**src/sxt_defs.svh**
```systemverilog
// Register offsets, field positions, reset values and counts of the exchange trigger bank
`ifndef SXT_DEFS_SVH
`define SXT_DEFS_SVH

`define SXT_CR_P1_READ_TRIG 16'h0007
`define SXT_CR_P1_WRITE_TRIG 16'h0008
`define SXT_CR_P2_READ_TRIG 16'h0011
`define SXT_CR_P2_WRITE_TRIG 16'h0012
`define SXT_CR_P1_GROUP_TRIG 16'h0015
`define SXT_CR_P1_SEND_BASE 16'h0016
`define SXT_CR_P1_RECV_BASE 16'h0017
`define SXT_CR_P2_GROUP_TRIG 16'h0019
`define SXT_CR_P2_SEND_BASE 16'h001a
`define SXT_CR_P2_RECV_BASE 16'h001b
`define SXT_CR_SEQ_COUNT 16'h001c

`define SXT_CR_P1_BIT_RD_MAP 16'h1003
`define SXT_CR_P1_WORD_RD_MAP 16'h2003
`define SXT_CR_P1_BIT_WR_MAP 16'h3003
`define SXT_CR_P1_WORD_WR_MAP 16'h4003
`define SXT_CR_P2_BIT_RD_MAP 16'h5003
`define SXT_MAP_WORDS 16'h0010

`define SXT_HI_BYTE_LSB 8
`define SXT_LO_BYTE_LSB 0

`define SXT_RST_TRIG 16'h0000
`define SXT_RST_GROUP 16'h0000
`define SXT_RST_BASE 16'h0000
`define SXT_RST_SEQ 16'h0000
`define SXT_RST_MAP 16'h0000

`define SXT_SEQ_FOREVER 8'hff
`define SXT_LAST_ENTRY 8'hff

`endif

```
**src/sxt_pkg.sv**
```systemverilog
// Types shared by the exchange trigger bank and its entry scanner
package sxt_pkg;

   typedef enum logic [1:0] {
      SXT_MODE_NONE = 2'h0,
      SXT_MODE_ONCE = 2'h1,
      SXT_MODE_CONT = 2'h2
   } sxt_mode_t;

   typedef enum logic [1:0] {
      SXT_SCAN_IDLE = 2'h0,
      SXT_SCAN_WALK = 2'h1,
      SXT_SCAN_REQ = 2'h3
   } sxt_scan_st_t;

   typedef struct packed {
      sxt_scan_st_t st;
      logic [7:0] idx;
      logic req;
      logic busy;
      logic done;
   } sxt_scan_t;

   typedef struct packed {
      logic [3:0][15:0] trig;
      logic [1:0][15:0] grp;
      logic [1:0][15:0] sbase;
      logic [1:0][15:0] rbase;
      logic [15:0] seq;
      logic [1:0][7:0] rem;
      logic [4:0][15:0][15:0] map;
      logic [15:0] rdata;
      logic ack;
      logic [7:0] start;
      logic [7:0] stop;
      logic [1:0] grp_start;
      logic [1:0][15:0] grp_num;
      logic [1:0] seq_req;
      logic [1:0][15:0] sidx;
      logic [1:0][15:0] ridx;
   } sxt_regs_t;

endpackage

```
**src/sxt_regs.sv**
```systemverilog
// Exchange trigger register bank for a two-port serial communication module
//
// Functional notes
// RULE1: First port read trigger: high byte drives bit reads, low byte word reads.
// RULE2: Each trigger byte: 0 none, 1 single pass, 2 continuous passes.
// RULE3: First port read: writing 1 or 2 starts, writing 0 stops.
// RULE4: First port write trigger: high byte bit writes, low byte word writes.
// RULE5: First port write: writing 1 or 2 starts, writing 0 stops.
// RULE6: Second port read trigger behaves like the first port's.
// RULE7: Second port write trigger: high byte bit, low byte word, same encoding.
// RULE8: Writing a group number launches that group's exchange on the first port.
// RULE9: Group trigger clears to 0 once launched; resets to 0.
// RULE10: Outgoing data index is send base plus configured offset.
// RULE11: Incoming data index is receive base plus configured offset.
// RULE12: Second port has its own group trigger, send base, receive base.
// RULE13: Sequence count: high byte first port, low byte second port.
// RULE14: Sequence count 0 runs nothing; 1 to 254 run exactly that often.
// RULE15: Sequence count 255 repeats without limit until changed.
// RULE16: Port 1 bit read map: 16 words, bit b0 of first word is entry 1.
// RULE17: Map bit 0 disables an entry, 1 enables it.
// RULE18: Port 1 word read map: 16 words, same ordering.
// RULE19: Port 1 bit write map: 16 words, ascending from b0.
// RULE20: Port 1 word write map: 16 words, same ordering.
// RULE21: Port 2 bit read map: 16 words, same layout.
// RULE22: Single pass stops after one walk; continuous restarts until byte is 0.
// RULE23: Only entries with map bit 1 are requested; channels 5 to 7 have no map and request every entry.
`timescale 1ns/100ps
`include "sxt_defs.svh"
module sxt_regs import sxt_pkg::*; (
   clk_sys,
   reset,
   reg_wr,
   reg_rd,
   reg_addr,
   reg_wdata,
   reg_rdata,
   reg_ack,
   xfer_req,
   xfer_idx,
   xfer_ack,
   xfer_busy,
   xfer_pass_done,
   grp_start,
   grp_num,
   seq_req,
   seq_done,
   map_offset,
   send_index,
   recv_index
);
   input wire logic clk_sys;
   input wire logic reset;
   input wire logic reg_wr;
   input wire logic reg_rd;
   input wire logic [15:0] reg_addr;
   input wire logic [15:0] reg_wdata;
   output logic [15:0] reg_rdata;
   output logic reg_ack;
   output logic [7:0] xfer_req;
   output logic [63:0] xfer_idx;
   input wire logic [7:0] xfer_ack;
   output logic [7:0] xfer_busy;
   output logic [7:0] xfer_pass_done;
   output logic [1:0] grp_start;
   output logic [31:0] grp_num;
   output logic [1:0] seq_req;
   input wire logic [1:0] seq_done;
   input wire logic [31:0] map_offset;
   output logic [31:0] send_index;
   output logic [31:0] recv_index;

   localparam logic [4:0][15:0] MAP_BASE = {
      `SXT_CR_P2_BIT_RD_MAP, `SXT_CR_P1_WORD_WR_MAP, `SXT_CR_P1_BIT_WR_MAP,
      `SXT_CR_P1_WORD_RD_MAP, `SXT_CR_P1_BIT_RD_MAP};
   localparam logic [3:0][15:0] TRIG_ADDR = {
      `SXT_CR_P2_WRITE_TRIG, `SXT_CR_P2_READ_TRIG,
      `SXT_CR_P1_WRITE_TRIG, `SXT_CR_P1_READ_TRIG};
   localparam logic [1:0][15:0] GRP_ADDR = {`SXT_CR_P2_GROUP_TRIG, `SXT_CR_P1_GROUP_TRIG};
   localparam logic [1:0][15:0] SBASE_ADDR = {`SXT_CR_P2_SEND_BASE, `SXT_CR_P1_SEND_BASE};
   localparam logic [1:0][15:0] RBASE_ADDR = {`SXT_CR_P2_RECV_BASE, `SXT_CR_P1_RECV_BASE};

   sxt_regs_t s_ff;
   sxt_regs_t nxt_s;
   sxt_mode_t [7:0] ch_mode;
   logic [7:0] ch_en;
   logic [7:0][7:0] ch_idx;
   logic [3:0] sel_trig;
   logic [1:0] sel_grp;
   logic [1:0] sel_sbase;
   logic [1:0] sel_rbase;
   logic sel_seq;
   logic [4:0] sel_map;
   logic [3:0] map_k;
   sxt_mode_t wr_hi_mode;
   sxt_mode_t wr_lo_mode;
   logic [15:0] rd_word;

   // Unknown byte values act as no trigger, so a stray write can only stop
   function automatic sxt_mode_t trig_mode(input logic [7:0] b);
      sxt_mode_t m;
      m = SXT_MODE_NONE;
      if (b == 8'h01) begin
         m = SXT_MODE_ONCE;
      end else if (b == 8'h02) begin
         m = SXT_MODE_CONT;
      end
      return m;
   endfunction

   function automatic logic map_hit(input logic [15:0] a, input logic [15:0] base);
      logic [15:0] d;
      d = a - base;
      return (a >= base) && (d < `SXT_MAP_WORDS);
   endfunction

   function automatic logic [3:0] map_word(input logic [15:0] a, input logic [15:0] base);
      logic [15:0] d;
      d = a - base;
      return d[3:0];
   endfunction

   function automatic logic [7:0] hi_byte(input logic [15:0] w);
      return w[`SXT_HI_BYTE_LSB +: 8];
   endfunction

   function automatic logic [7:0] lo_byte(input logic [15:0] w);
      return w[`SXT_LO_BYTE_LSB +: 8];
   endfunction

   // Entry i sits in word i/16 at bit i%16
   function automatic logic entry_on(input logic [15:0][15:0] words, input logic [7:0] i);
      return words[i[7:4]][i[3:0]];
   endfunction

   // One select bit per table entry, so the write and read paths decode alike
   function automatic logic [3:0] hit4(input logic [15:0] a, input logic [3:0][15:0] tab);
      logic [3:0] h;
      h = 4'h0;
      for (int i = 0; i < 4; i++) begin
         h[i] = (a == tab[i]);
      end
      return h;
   endfunction

   function automatic logic [1:0] hit2(input logic [15:0] a, input logic [1:0][15:0] tab);
      logic [1:0] h;
      h = 2'h0;
      for (int i = 0; i < 2; i++) begin
         h[i] = (a == tab[i]);
      end
      return h;
   endfunction

   // Address and data decode shared by the write and read paths
   always_comb begin
      sel_trig = hit4(reg_addr, TRIG_ADDR);
      sel_grp = hit2(reg_addr, GRP_ADDR);
      sel_sbase = hit2(reg_addr, SBASE_ADDR);
      sel_rbase = hit2(reg_addr, RBASE_ADDR);
      sel_seq = (reg_addr == `SXT_CR_SEQ_COUNT);
      sel_map = 5'h00;
      map_k = 4'h0;
      for (int m = 0; m < 5; m++) begin
         if (map_hit(reg_addr, MAP_BASE[m])) begin
            sel_map[m] = 1'b1;
            map_k = map_word(reg_addr, MAP_BASE[m]);
         end
      end
      wr_hi_mode = trig_mode(hi_byte(reg_wdata));
      wr_lo_mode = trig_mode(lo_byte(reg_wdata));
   end

   // Trigger word t feeds channel 2t from its high byte and 2t+1 from its low byte
   always_comb begin
      for (int t = 0; t < 4; t++) begin
         ch_mode[2*t] = trig_mode(s_ff.trig[t][`SXT_HI_BYTE_LSB +: 8]); // see RULE1
         ch_mode[2*t+1] = trig_mode(s_ff.trig[t][`SXT_LO_BYTE_LSB +: 8]); // see RULE4
      end
   end

   // Channels without a map of their own run every entry
   always_comb begin
      for (int c = 0; c < 8; c++) begin
         if (c < 5) begin
            ch_en[c] = entry_on(s_ff.map[c], ch_idx[c]); // see RULE17
         end else begin
            ch_en[c] = 1'b1;
         end
      end
   end

   always_comb begin
      nxt_s = s_ff;
      nxt_s.ack = reg_rd | reg_wr;
      nxt_s.start = 8'h00;
      nxt_s.stop = 8'h00;
      nxt_s.grp_start = 2'b00;

      for (int p = 0; p < 2; p++) begin
         // Launch a pending group, then clear it so software sees it taken
         if (s_ff.grp[p] != 16'h0000) begin
            nxt_s.grp_start[p] = 1'b1; // see RULE8
            nxt_s.grp_num[p] = s_ff.grp[p];
            nxt_s.grp[p] = 16'h0000; // see RULE9
         end
         if (seq_done[p] && s_ff.rem[p] != 8'h00 && s_ff.rem[p] != `SXT_SEQ_FOREVER) begin
            nxt_s.rem[p] = s_ff.rem[p] - 8'h01; // see RULE14 RULE15
         end
         nxt_s.sidx[p] = s_ff.sbase[p] + map_offset[16*p +: 16]; // see RULE10
         nxt_s.ridx[p] = s_ff.rbase[p] + map_offset[16*p +: 16]; // see RULE11
      end

      if (reg_wr) begin
         for (int t = 0; t < 4; t++) begin
            if (sel_trig[t]) begin
               nxt_s.trig[t] = reg_wdata; // see RULE2
               // A nonzero mode (re)starts the walk, zero stops it
               if (wr_hi_mode == SXT_MODE_NONE) begin
                  nxt_s.stop[2*t] = 1'b1; // see RULE3
               end else begin
                  nxt_s.start[2*t] = 1'b1; // see RULE5
               end
               if (wr_lo_mode == SXT_MODE_NONE) begin
                  nxt_s.stop[2*t+1] = 1'b1; // see RULE6
               end else begin
                  nxt_s.start[2*t+1] = 1'b1; // see RULE7
               end
            end
         end
         for (int p = 0; p < 2; p++) begin
            if (sel_grp[p]) begin
               nxt_s.grp[p] = reg_wdata; // see RULE12
            end
            if (sel_sbase[p]) begin
               nxt_s.sbase[p] = reg_wdata;
            end
            if (sel_rbase[p]) begin
               nxt_s.rbase[p] = reg_wdata;
            end
         end
         if (sel_seq) begin
            // A new count replaces whatever remains, which also ends 255
            nxt_s.seq = reg_wdata;
            nxt_s.rem[0] = hi_byte(reg_wdata); // see RULE13
            nxt_s.rem[1] = lo_byte(reg_wdata); // see RULE13
         end
         for (int m = 0; m < 5; m++) begin
            if (sel_map[m]) begin
               // Word k holds entries 16k+1 at b0 up to 16k+16 at b15
               nxt_s.map[m][map_k] = reg_wdata; // see RULE16
            end
         end
      end

      for (int p = 0; p < 2; p++) begin
         nxt_s.seq_req[p] = (nxt_s.rem[p] != 8'h00); // see RULE14
      end

      if (reg_rd) begin
         nxt_s.rdata = rd_word;
      end
   end

   // Mux over the stored values, so a read beside a write returns the old word
   always_comb begin
      rd_word = 16'h0000;
      for (int t = 0; t < 4; t++) begin
         if (sel_trig[t]) begin
            rd_word = s_ff.trig[t];
         end
      end
      for (int p = 0; p < 2; p++) begin
         if (sel_grp[p]) begin
            rd_word = s_ff.grp[p];
         end
         if (sel_sbase[p]) begin
            rd_word = s_ff.sbase[p];
         end
         if (sel_rbase[p]) begin
            rd_word = s_ff.rbase[p];
         end
      end
      if (sel_seq) begin
         rd_word = s_ff.seq;
      end
      for (int m = 0; m < 5; m++) begin
         if (sel_map[m]) begin
            rd_word = s_ff.map[m][map_k]; // see RULE18
         end
      end
   end

   always_ff @(posedge clk_sys) begin
      if (reset) begin
         s_ff.trig <= {4{`SXT_RST_TRIG}};
         s_ff.grp <= {2{`SXT_RST_GROUP}};
         s_ff.sbase <= {2{`SXT_RST_BASE}};
         s_ff.rbase <= {2{`SXT_RST_BASE}};
         s_ff.seq <= `SXT_RST_SEQ;
         s_ff.rem <= 16'h0000;
         s_ff.map <= {80{`SXT_RST_MAP}}; // see RULE19
         s_ff.rdata <= 16'h0000;
         s_ff.ack <= 1'b0;
         s_ff.start <= 8'h00;
         s_ff.stop <= 8'h00;
         s_ff.grp_start <= 2'b00;
         s_ff.grp_num <= 32'h0000_0000;
         s_ff.seq_req <= 2'b00;
         s_ff.sidx <= 32'h0000_0000;
         s_ff.ridx <= 32'h0000_0000;
      end else begin
         s_ff <= nxt_s;
      end
   end

   // Channel c: port c/4, kinds bit read, word read, bit write, word write
   for (genvar c = 0; c < 8; c++) begin : g_ch
      sxt_scan u_scan (
         .clk_sys(clk_sys),
         .reset(reset),
         .mode(ch_mode[c]),
         .start(s_ff.start[c]),
         .stop(s_ff.stop[c]),
         .entry_en(ch_en[c]), // see RULE20
         .ack(xfer_ack[c]),
         .req(xfer_req[c]),
         .idx(ch_idx[c]),
         .busy(xfer_busy[c]),
         .pass_done(xfer_pass_done[c]) // see RULE22
      );
      assign xfer_idx[8*c +: 8] = ch_idx[c]; // see RULE21
   end

   assign reg_rdata = s_ff.rdata;
   assign reg_ack = s_ff.ack;
   assign grp_start = s_ff.grp_start;
   assign grp_num = s_ff.grp_num;
   assign seq_req = s_ff.seq_req;
   assign send_index = s_ff.sidx;
   assign recv_index = s_ff.ridx;

endmodule

```
**src/sxt_scan.sv**
```systemverilog
// Walks the 256 entries of one exchange channel, requesting only enabled ones
`timescale 1ns/100ps
`include "sxt_defs.svh"
module sxt_scan import sxt_pkg::*; (
   input wire logic clk_sys,
   input wire logic reset,
   input wire sxt_mode_t mode,
   input wire logic start,
   input wire logic stop,
   input wire logic entry_en,
   input wire logic ack,
   output logic req,
   output logic [7:0] idx,
   output logic busy,
   output logic pass_done
);

   sxt_scan_t s_ff;
   sxt_scan_t nxt_s;
   logic advance;

   always_comb begin
      nxt_s = s_ff;
      nxt_s.done = 1'b0;
      advance = 1'b0;
      if (stop) begin
         // Stop aborts even a request in flight; the far side must drop it
         nxt_s.st = SXT_SCAN_IDLE;
         nxt_s.req = 1'b0;
         nxt_s.busy = 1'b0;
      end else if (start) begin
         nxt_s.st = SXT_SCAN_WALK;
         nxt_s.idx = 8'h00;
         nxt_s.req = 1'b0;
         nxt_s.busy = 1'b1;
      end else begin
         unique case (s_ff.st)
            SXT_SCAN_IDLE: begin
            end
            SXT_SCAN_WALK: begin
               if (entry_en) begin // see RULE23
                  nxt_s.st = SXT_SCAN_REQ;
                  nxt_s.req = 1'b1;
               end else begin
                  advance = 1'b1;
               end
            end
            SXT_SCAN_REQ: begin
               if (ack) begin
                  nxt_s.req = 1'b0;
                  advance = 1'b1;
               end
            end
            default: begin
               nxt_s.st = SXT_SCAN_IDLE;
               nxt_s.req = 1'b0;
               nxt_s.busy = 1'b0;
            end
         endcase
         if (advance) begin
            if (s_ff.idx == `SXT_LAST_ENTRY) begin
               nxt_s.done = 1'b1;
               if (mode == SXT_MODE_CONT) begin // see RULE22
                  nxt_s.st = SXT_SCAN_WALK;
                  nxt_s.idx = 8'h00;
               end else begin
                  nxt_s.st = SXT_SCAN_IDLE;
                  nxt_s.busy = 1'b0;
               end
            end else begin
               nxt_s.st = SXT_SCAN_WALK;
               nxt_s.idx = s_ff.idx + 8'h01;
            end
         end
      end
   end

   always_ff @(posedge clk_sys) begin
      if (reset) begin
         s_ff <= '{st: SXT_SCAN_IDLE, idx: 8'h00, req: 1'b0, busy: 1'b0, done: 1'b0};
      end else begin
         s_ff <= nxt_s;
      end
   end

   assign req = s_ff.req;
   assign idx = s_ff.idx;
   assign busy = s_ff.busy;
   assign pass_done = s_ff.done;

endmodule

```
**config.mk**
```make
export PLATFORM = sky130hd
export DESIGN_NAME = sxt_regs
export DESIGN_NICKNAME = d
export VERILOG_FILES = /design/src/sxt_pkg.sv /design/src/sxt_regs.sv /design/src/sxt_scan.sv
export VERILOG_INCLUDE_DIRS = /design/src /design/src/src
export SDC_FILE = /design/constraint.sdc
export NUM_CORES = 2
export LEC_CHECK = 0
export BUFFER_PORTS_ARGS = -buffer_cell sky130_fd_sc_hd__buf_2
export CAP_MARGIN = 20
export CORE_MARGIN = 5
export CORE_UTILIZATION = 45
export DETAILED_ROUTE_END_ITERATION = 8
export HOLD_SLACK_MARGIN = 0.06
export SKIP_LAST_GASP = 1
export SYNTH_ARGS = -nofsm -noshare
export SYNTH_HDL_FRONTEND = slang
export SYNTH_SLANG_ARGS = --single-unit
```
**constraint.sdc**
```tcl
create_clock -name clk_sys -period 7 [get_ports clk_sys]
set_clock_uncertainty 0.15 [all_clocks]
set_input_delay 0.35 -clock clk_sys [delete_from_list [all_inputs] [get_ports clk_sys]]
set_output_delay 0.35 -clock clk_sys [all_outputs]
set_load 0.03 [all_outputs]
```
# Word level (Yosys, flattened, before mapping)
# Index checks and enable logic that the tools add are counted.
[classes] n_reduce_logical=118 eq_ne=112 mux=249 magnitude_cmp=22 bitwise=30 add_sub_neg=19
[op_table] op="1408-bit two-way mux" n=1
[op_table] op="256-bit bitwise mux" n=5
[op_table] op="256-bit two-way mux" n=5
[op_table] op="16-bit binary-select mux with 4-bit select" n=10
[op_table] op="16-bit two-way mux" n=35
[op_table] op="10-bit two-way mux" n=16
[op_table] op="16-bit by 5-bit == test with 1-bit output, second input constant" n=9
[op_table] op="11-bit two-way mux" n=8
[op_table] op="1-bit two-way mux" n=85
[op_table] op="2-bit two-way mux" n=41
[op_table] op="8-bit by 1-bit == test with 1-bit output, second input constant" n=10
[op_table] op="8-bit by 2-bit == test with 1-bit output, second input constant" n=10
[op_table] op="16-bit by 5-bit less-than comparator with 1-bit output, second input constant" n=5
[op_table] op="8-bit two-way mux" n=10
[op_table] op="16-bit adder" n=4
[op_table] op="8-bit by 1-bit adder with 8-bit output, second input constant" n=8
[op_table] op="16-bit demux with 4-bit select" n=1
[op_table] op="8-bit == test, second input constant" n=8
[op_table] op="3-bit OR reduction" n=20
[op_table] op="4-bit by 5-bit less-than comparator with 1-bit output, second input constant" n=11
[op_table] op="2-bit AND reduction" n=27
[op_table] op="3-bit by 1-bit inequality test with 1-bit output, second input constant" n=13
[op_table] op="3-bit AND reduction" n=13
[op_table] op="2-bit == test, second input constant" n=16
[op_table] op="other kinds (31)" n=179
[totals] ff_bits=1709 inputBits=78 output_inout_bits=205 elab_cells=709

# Longest topological paths before layout
[depth] ltp_word=17 ltp_mapped=16 depth_no_buf=13

# Modules after synthesis
# From an unflattened synthesis, not the netlist that was laid out.
[hier_totals] hier_cells=10871 hier_area_um2=88317.2
[by_module_without_submodules] module="sxt_regs" instances=1 cells_each=10015 area_each_um2=81360.5 seq_area_each_um2=32130.8
[by_module_without_submodules] module="sxt_scan" instances=8 cells_each=107 area_each_um2=869.6 seq_area_each_um2=260.2

# Worst setup path after synthesis
# No wires, ideal clock.
[synth_path] kind="input -> register" from="input reg_addr[0]" to="register s_ff, in the netlist reg_rdata[8]" t_arrival_ns=4.133 setup_time_ns=0.120 path_buffers=7 t_required_ns=6.730 path_slack_ns=2.598 stages=14 path_cell_list="buf_2 clkinv_1 clkbuf_1 ha_1 buf_2 buf_1 buf_1 buf_1 clkbuf_1 mux4_2 a222oi_1 o211ai_1 a21oi_1 a21oi_1"
[synth_via] elab_chain_len=17 elab_cells_between_ends=67 classes_between="add/sub (5); order compare (10); eq/ne (11); mux (36); reduce/logical (5)"
[synth_lines] element="start: declaration" line_no="sxt_regs.sv:55" rtl="input wire logic [15:0] reg_addr;"
[synth_lines] element="parallel branches: the longest is 16 deep, another holds 16-bit by 13-bit subtractor with 16-bit output"
[synth_lines] element="16-bit two-way mux (*)" line_no="sxt_regs.sv:287" rtl="if (sel_map[m]) begin"
[synth_lines] element="end signal: assignment" line_no="sxt_regs.sv:312" rtl="s_ff <= nxt_s;"
[synth_lines] element="end: declaration" line_no="sxt_regs.sv:82" rtl="sxt_regs_t s_ff;"
# Every way passes the cells marked *. The select of a mux whose other input is x is not followed.
# A chain may end at the register's enable or synchronous reset.

# Worst setup path in the final report
[layout_path] from="input reg_addr[0]" to="register s_ff, in the netlist reg_rdata[6]"
# Same word-level chain as after synthesis.

==> metrics.md <==
| Metric | Value |
|---|---|
| DRC viols | `2` |
| Tot Pwr | `22.0 mW` |
| Min-delay worst type | `primary input to flop` |
| CTS tree | `built` |
| CP max-delay cell | `o31a_1` |
| CP delay by family, top | `simple AND/OR/NAND/NOR gates` |
| Fraction of registers with async set/reset | `0%` |
| Crit. Startpoint | `reg_addr[0]` |
| Post-synth EDFFs | `0` |
| Slowest cell delay on critical path | `0.78 ns` |
| Syn Area/Cell | `8.14 um2` |
| CTS Root Cell | `clkbuf_16` |
| Max-slew headroom | `a little over an eighth` |
| CP Launch Type | `primary input` |
| CP Cell Sequence | `buf_8 > ha_1 > or3_1 > nand2_1 > nor4_1 > o31a_1 > nor3_2 > buf_4 > nor3_4 > buf_4 > a221o_1 > o22ai_1 > a31oi_1 > o31a_1` |
| Crit Path Category | `primary input to flop` |
| Synth Net Count | `roughly 11,000` |
| Reg-to-reg startpoint | `g_ch[3].u_scan.idx[4]` |
| Final wirelength | `about 400 mm` |
| Setup TNS | `0 ns` |
| Initial antenna violation count | `35` |
| Ys Warns | `0` |
| Vias in the first global route | `77,600` |
| Synth top area share | `between 30% and 40%` |
| Top post-synthesis cells by count | `nand2_1, dfxtp_1, a21oi_1, clkbuf_1, nor2_1` |
| Seq cells post-synth | `1,709` |
| Post-DP HPWL | `roughly 270 mm` |
| Final Hold Fails | `0` |
| RSZ-0062 raised after global routing | `false` |
| Worst path depth | `14` |
| WL/cell | `approximately 30 um` |
| Vias per cell | `approximately 6.4` |
| Post_cts resized | `0` |
| Fin. max-slew vios | `0` |
| Total track usage | `between 30 and 40%` |
| PortBufs | `around 280` |
| Clk sinks | `1,709` |
| Top cells by area, synth | `dfxtp_1, nand2_1, mux4_2` |
| Via Count | `~85,000` |
| I/O pins | `roughly 280` |
| Pwr dens | `227 mW/mm2` |
| First-pass GRT wire length | `between 500 and 600 mm` |
| Core footprint | `0.194 mm2` |
| Count of different cell masters after synthesis | `100` |
| Failing checks | `DRC` |
| Synth Instances | `10,800` |
| Worst Path Max Fanout | `35` |
| P&R area growth vs syn | `10.6%` |
| Initial Utilization | `roughly 45%` |
| # rows | `about 160` |
| Largest net degree at the start of global routing | `238` |
| Chip width | `451 um` |
| Slew @ Worst Pin | `around 1.3 ns` |
| Max Fclk | `around 0.18 GHz` |
| Mapped cell area | `slightly below 0.09 mm2` |
| Final Net Count | `between 10,000 and 15,000` |
| Max Root-Sink Buffers | `3` |
| Sequential cell area fraction in the yosys report | `39.1%` |
| Leakage | `approximately 32 nW` |
| Peak supply drop | `roughly 0.21 mV` |
| Register-to-Register Setup Slack | `about 1.7 ns` |
| CTS Buf Count | `189` |
| Gp weighted congestion | `between 1 and 1.5` |
| Hold Path Depth | `4` |
| DRT Pass-1 Iters | `9` |
| Crit path buf inv count | `3` |
| Primary FF master, synth | `dfxtp_1` |
| Critical path capture point type | `flop` |
| Worst skew pair latency | `a little under 0.9 ns` |
| Tcrit/Tclk final | `between 70 and 80%` |
| Clk pin slew, worst setup/hold paths | `0.06 ns` |
| Final setup fails | `0` |
| Most frequent cell after synthesis | `nand2_1` |
| Final antenna-violating net count | `0` |
| Largest area contributor in the netlist | `dfxtp_1` |
| H-Tree Level Count | `4` |
| Critical Path RT | `roughly 7.6 ns` |
| Share of cells above drive strength 1 | `a little over an eighth` |
| Critical Path End | `reg_rdata[6]` |
| Reg2reg path depth | `10` |
| GR Overflow Total | `0` |
| Critical path arrival | `6.09 ns` |
| Die area | `around 0.2 mm2` |
| R2r endpoint | `g_ch[3].u_scan.idx[2]` |
| Max_cap viols | `0` |
| Status | `finished, violations left` |
| Starting DRT DRC Count | `approximately 13,000` |
| Tmin final | `5.45 ns` |
| Die Y | `approximately 450 um` |
per-layer routing:
layer	GRT usage (%)	wire length, um	up-vias
met1	48.0	150000	41400
met5	0	225	-
li1	-	-	36900
met2	54.8	169000	5604
met4	25.2	32300	12
met3	9.02	44500	1197
how the worst min path moves through the flow:
stage	from	endpoint	slack (ns)
global placement	s_ff[1430]	s_ff[1430]	0.29
detailed placement	s_ff[1433]	s_ff[1433]	0.30
global route	reg_addr[0]	reg_rdata[5]	0.12
floorplan	reg_rdata[13]	reg_rdata[13]	0.28
CTS	reg_addr[0]	reg_rdata[5]	0.07
finish	reg_addr[0]	reg_rdata[5]	0.12
worst register-to-register path: stages, from the launching register on:
cell and delay, ns:
dfxtp_4 0.77, buf_4 0.61, buf_4 0.31, mux4_2 0.55
a221oi_1 0.40, o22ai_1 0.14, or4_1 0.74, o221ai_2 0.48
nand2_1 0.14, o31ai_1 0.73, nor2_1 0.11
placed cells by master, fill, tap and decap left out, types with 28 or more instances in the layout:
cell type	Yosys	final
mux2i_1	299	299
clkbuf_1	632	35
dfxtp_1	1709	1699
nor4_1	37	31
a31oi_1	42	39
xor2_1	56	56
a222oi_1	29	29
nor3_1	102	92
nand4_1	34	34
clkbuf_16	0	192
mux2_2	34	34
a211oi_1	36	35
ha_1	110	109
or3_1	28	28
mux4_2	394	394
nor2_2	17	29
a22oi_1	140	140
and2_1	58	57
a21oi_1	1669	1669
xnor2_1	42	42
clkinv_2	0	47
clkbuf_8	0	47
nor2b_1	49	49
nand3_1	148	148
o211ai_1	32	32
a22o_1	53	53
a221oi_1	106	106
nand2_1	3258	3257
buf_2	139	265
o21ai_0	176	176
o22ai_1	53	52
and3_1	51	51
inv_1	92	91
dlygate4sd3_1	0	82
buf_4	220	232
nand2b_1	28	28
nor2_1	436	424
through the flow:
step	area, um2	hold WS (ns)	instances	setup slack, ns	util (%)
floorplan	87600	0.276	10800	2.60	-
global placement	89500	0.292	12700	0.996	46.1
detailed placement	89600	0.295	12800	1.00	46.1
CTS	96800	0.0694	13200	1.74	49.8
global route	96800	0.118	13200	1.48	49.9
finish	96900	0.123	13200	1.55	49.9
report_power, final:
| part | switching, mW | internal (mW) |
|---|---|---|
| registers | 0.0911 | 9.80 |
| logic | 1.25 | 0.517 |
| clock network | 4.44 | 5.89 |
area by class of cell:
cell class                 count  area (um2)
fill                       18300       97300
clock buffer                 274        5580
antenna                       21        52.6
timing repair buffer         607        4360
tap                         2542        3180
inverter                      94         353
sequential                  1709       34300
clock inverter                72         801
multi-input combinational   7884       48300
timing repair:
action                    4_1_cts  5_1_grt
setup buffers                   0        0
hold buffers                   82        0
hold endpoints to repair      617        0
kinds of logic after synthesis:
logic type                 count (synthesis)  synth area share, %
muxes                                    727                 14.0
and+or+nand+nor                         4339                 20.3
AOI/OAI and AO/OA                       2606                 17.8
xor gates and xnor gates                  98                0.980
DFF                                     1709                 39.1
buffers and inverters                   1168                 6.17
adders and majority gates                114                 1.66
(Power assumes the default switching activity.)
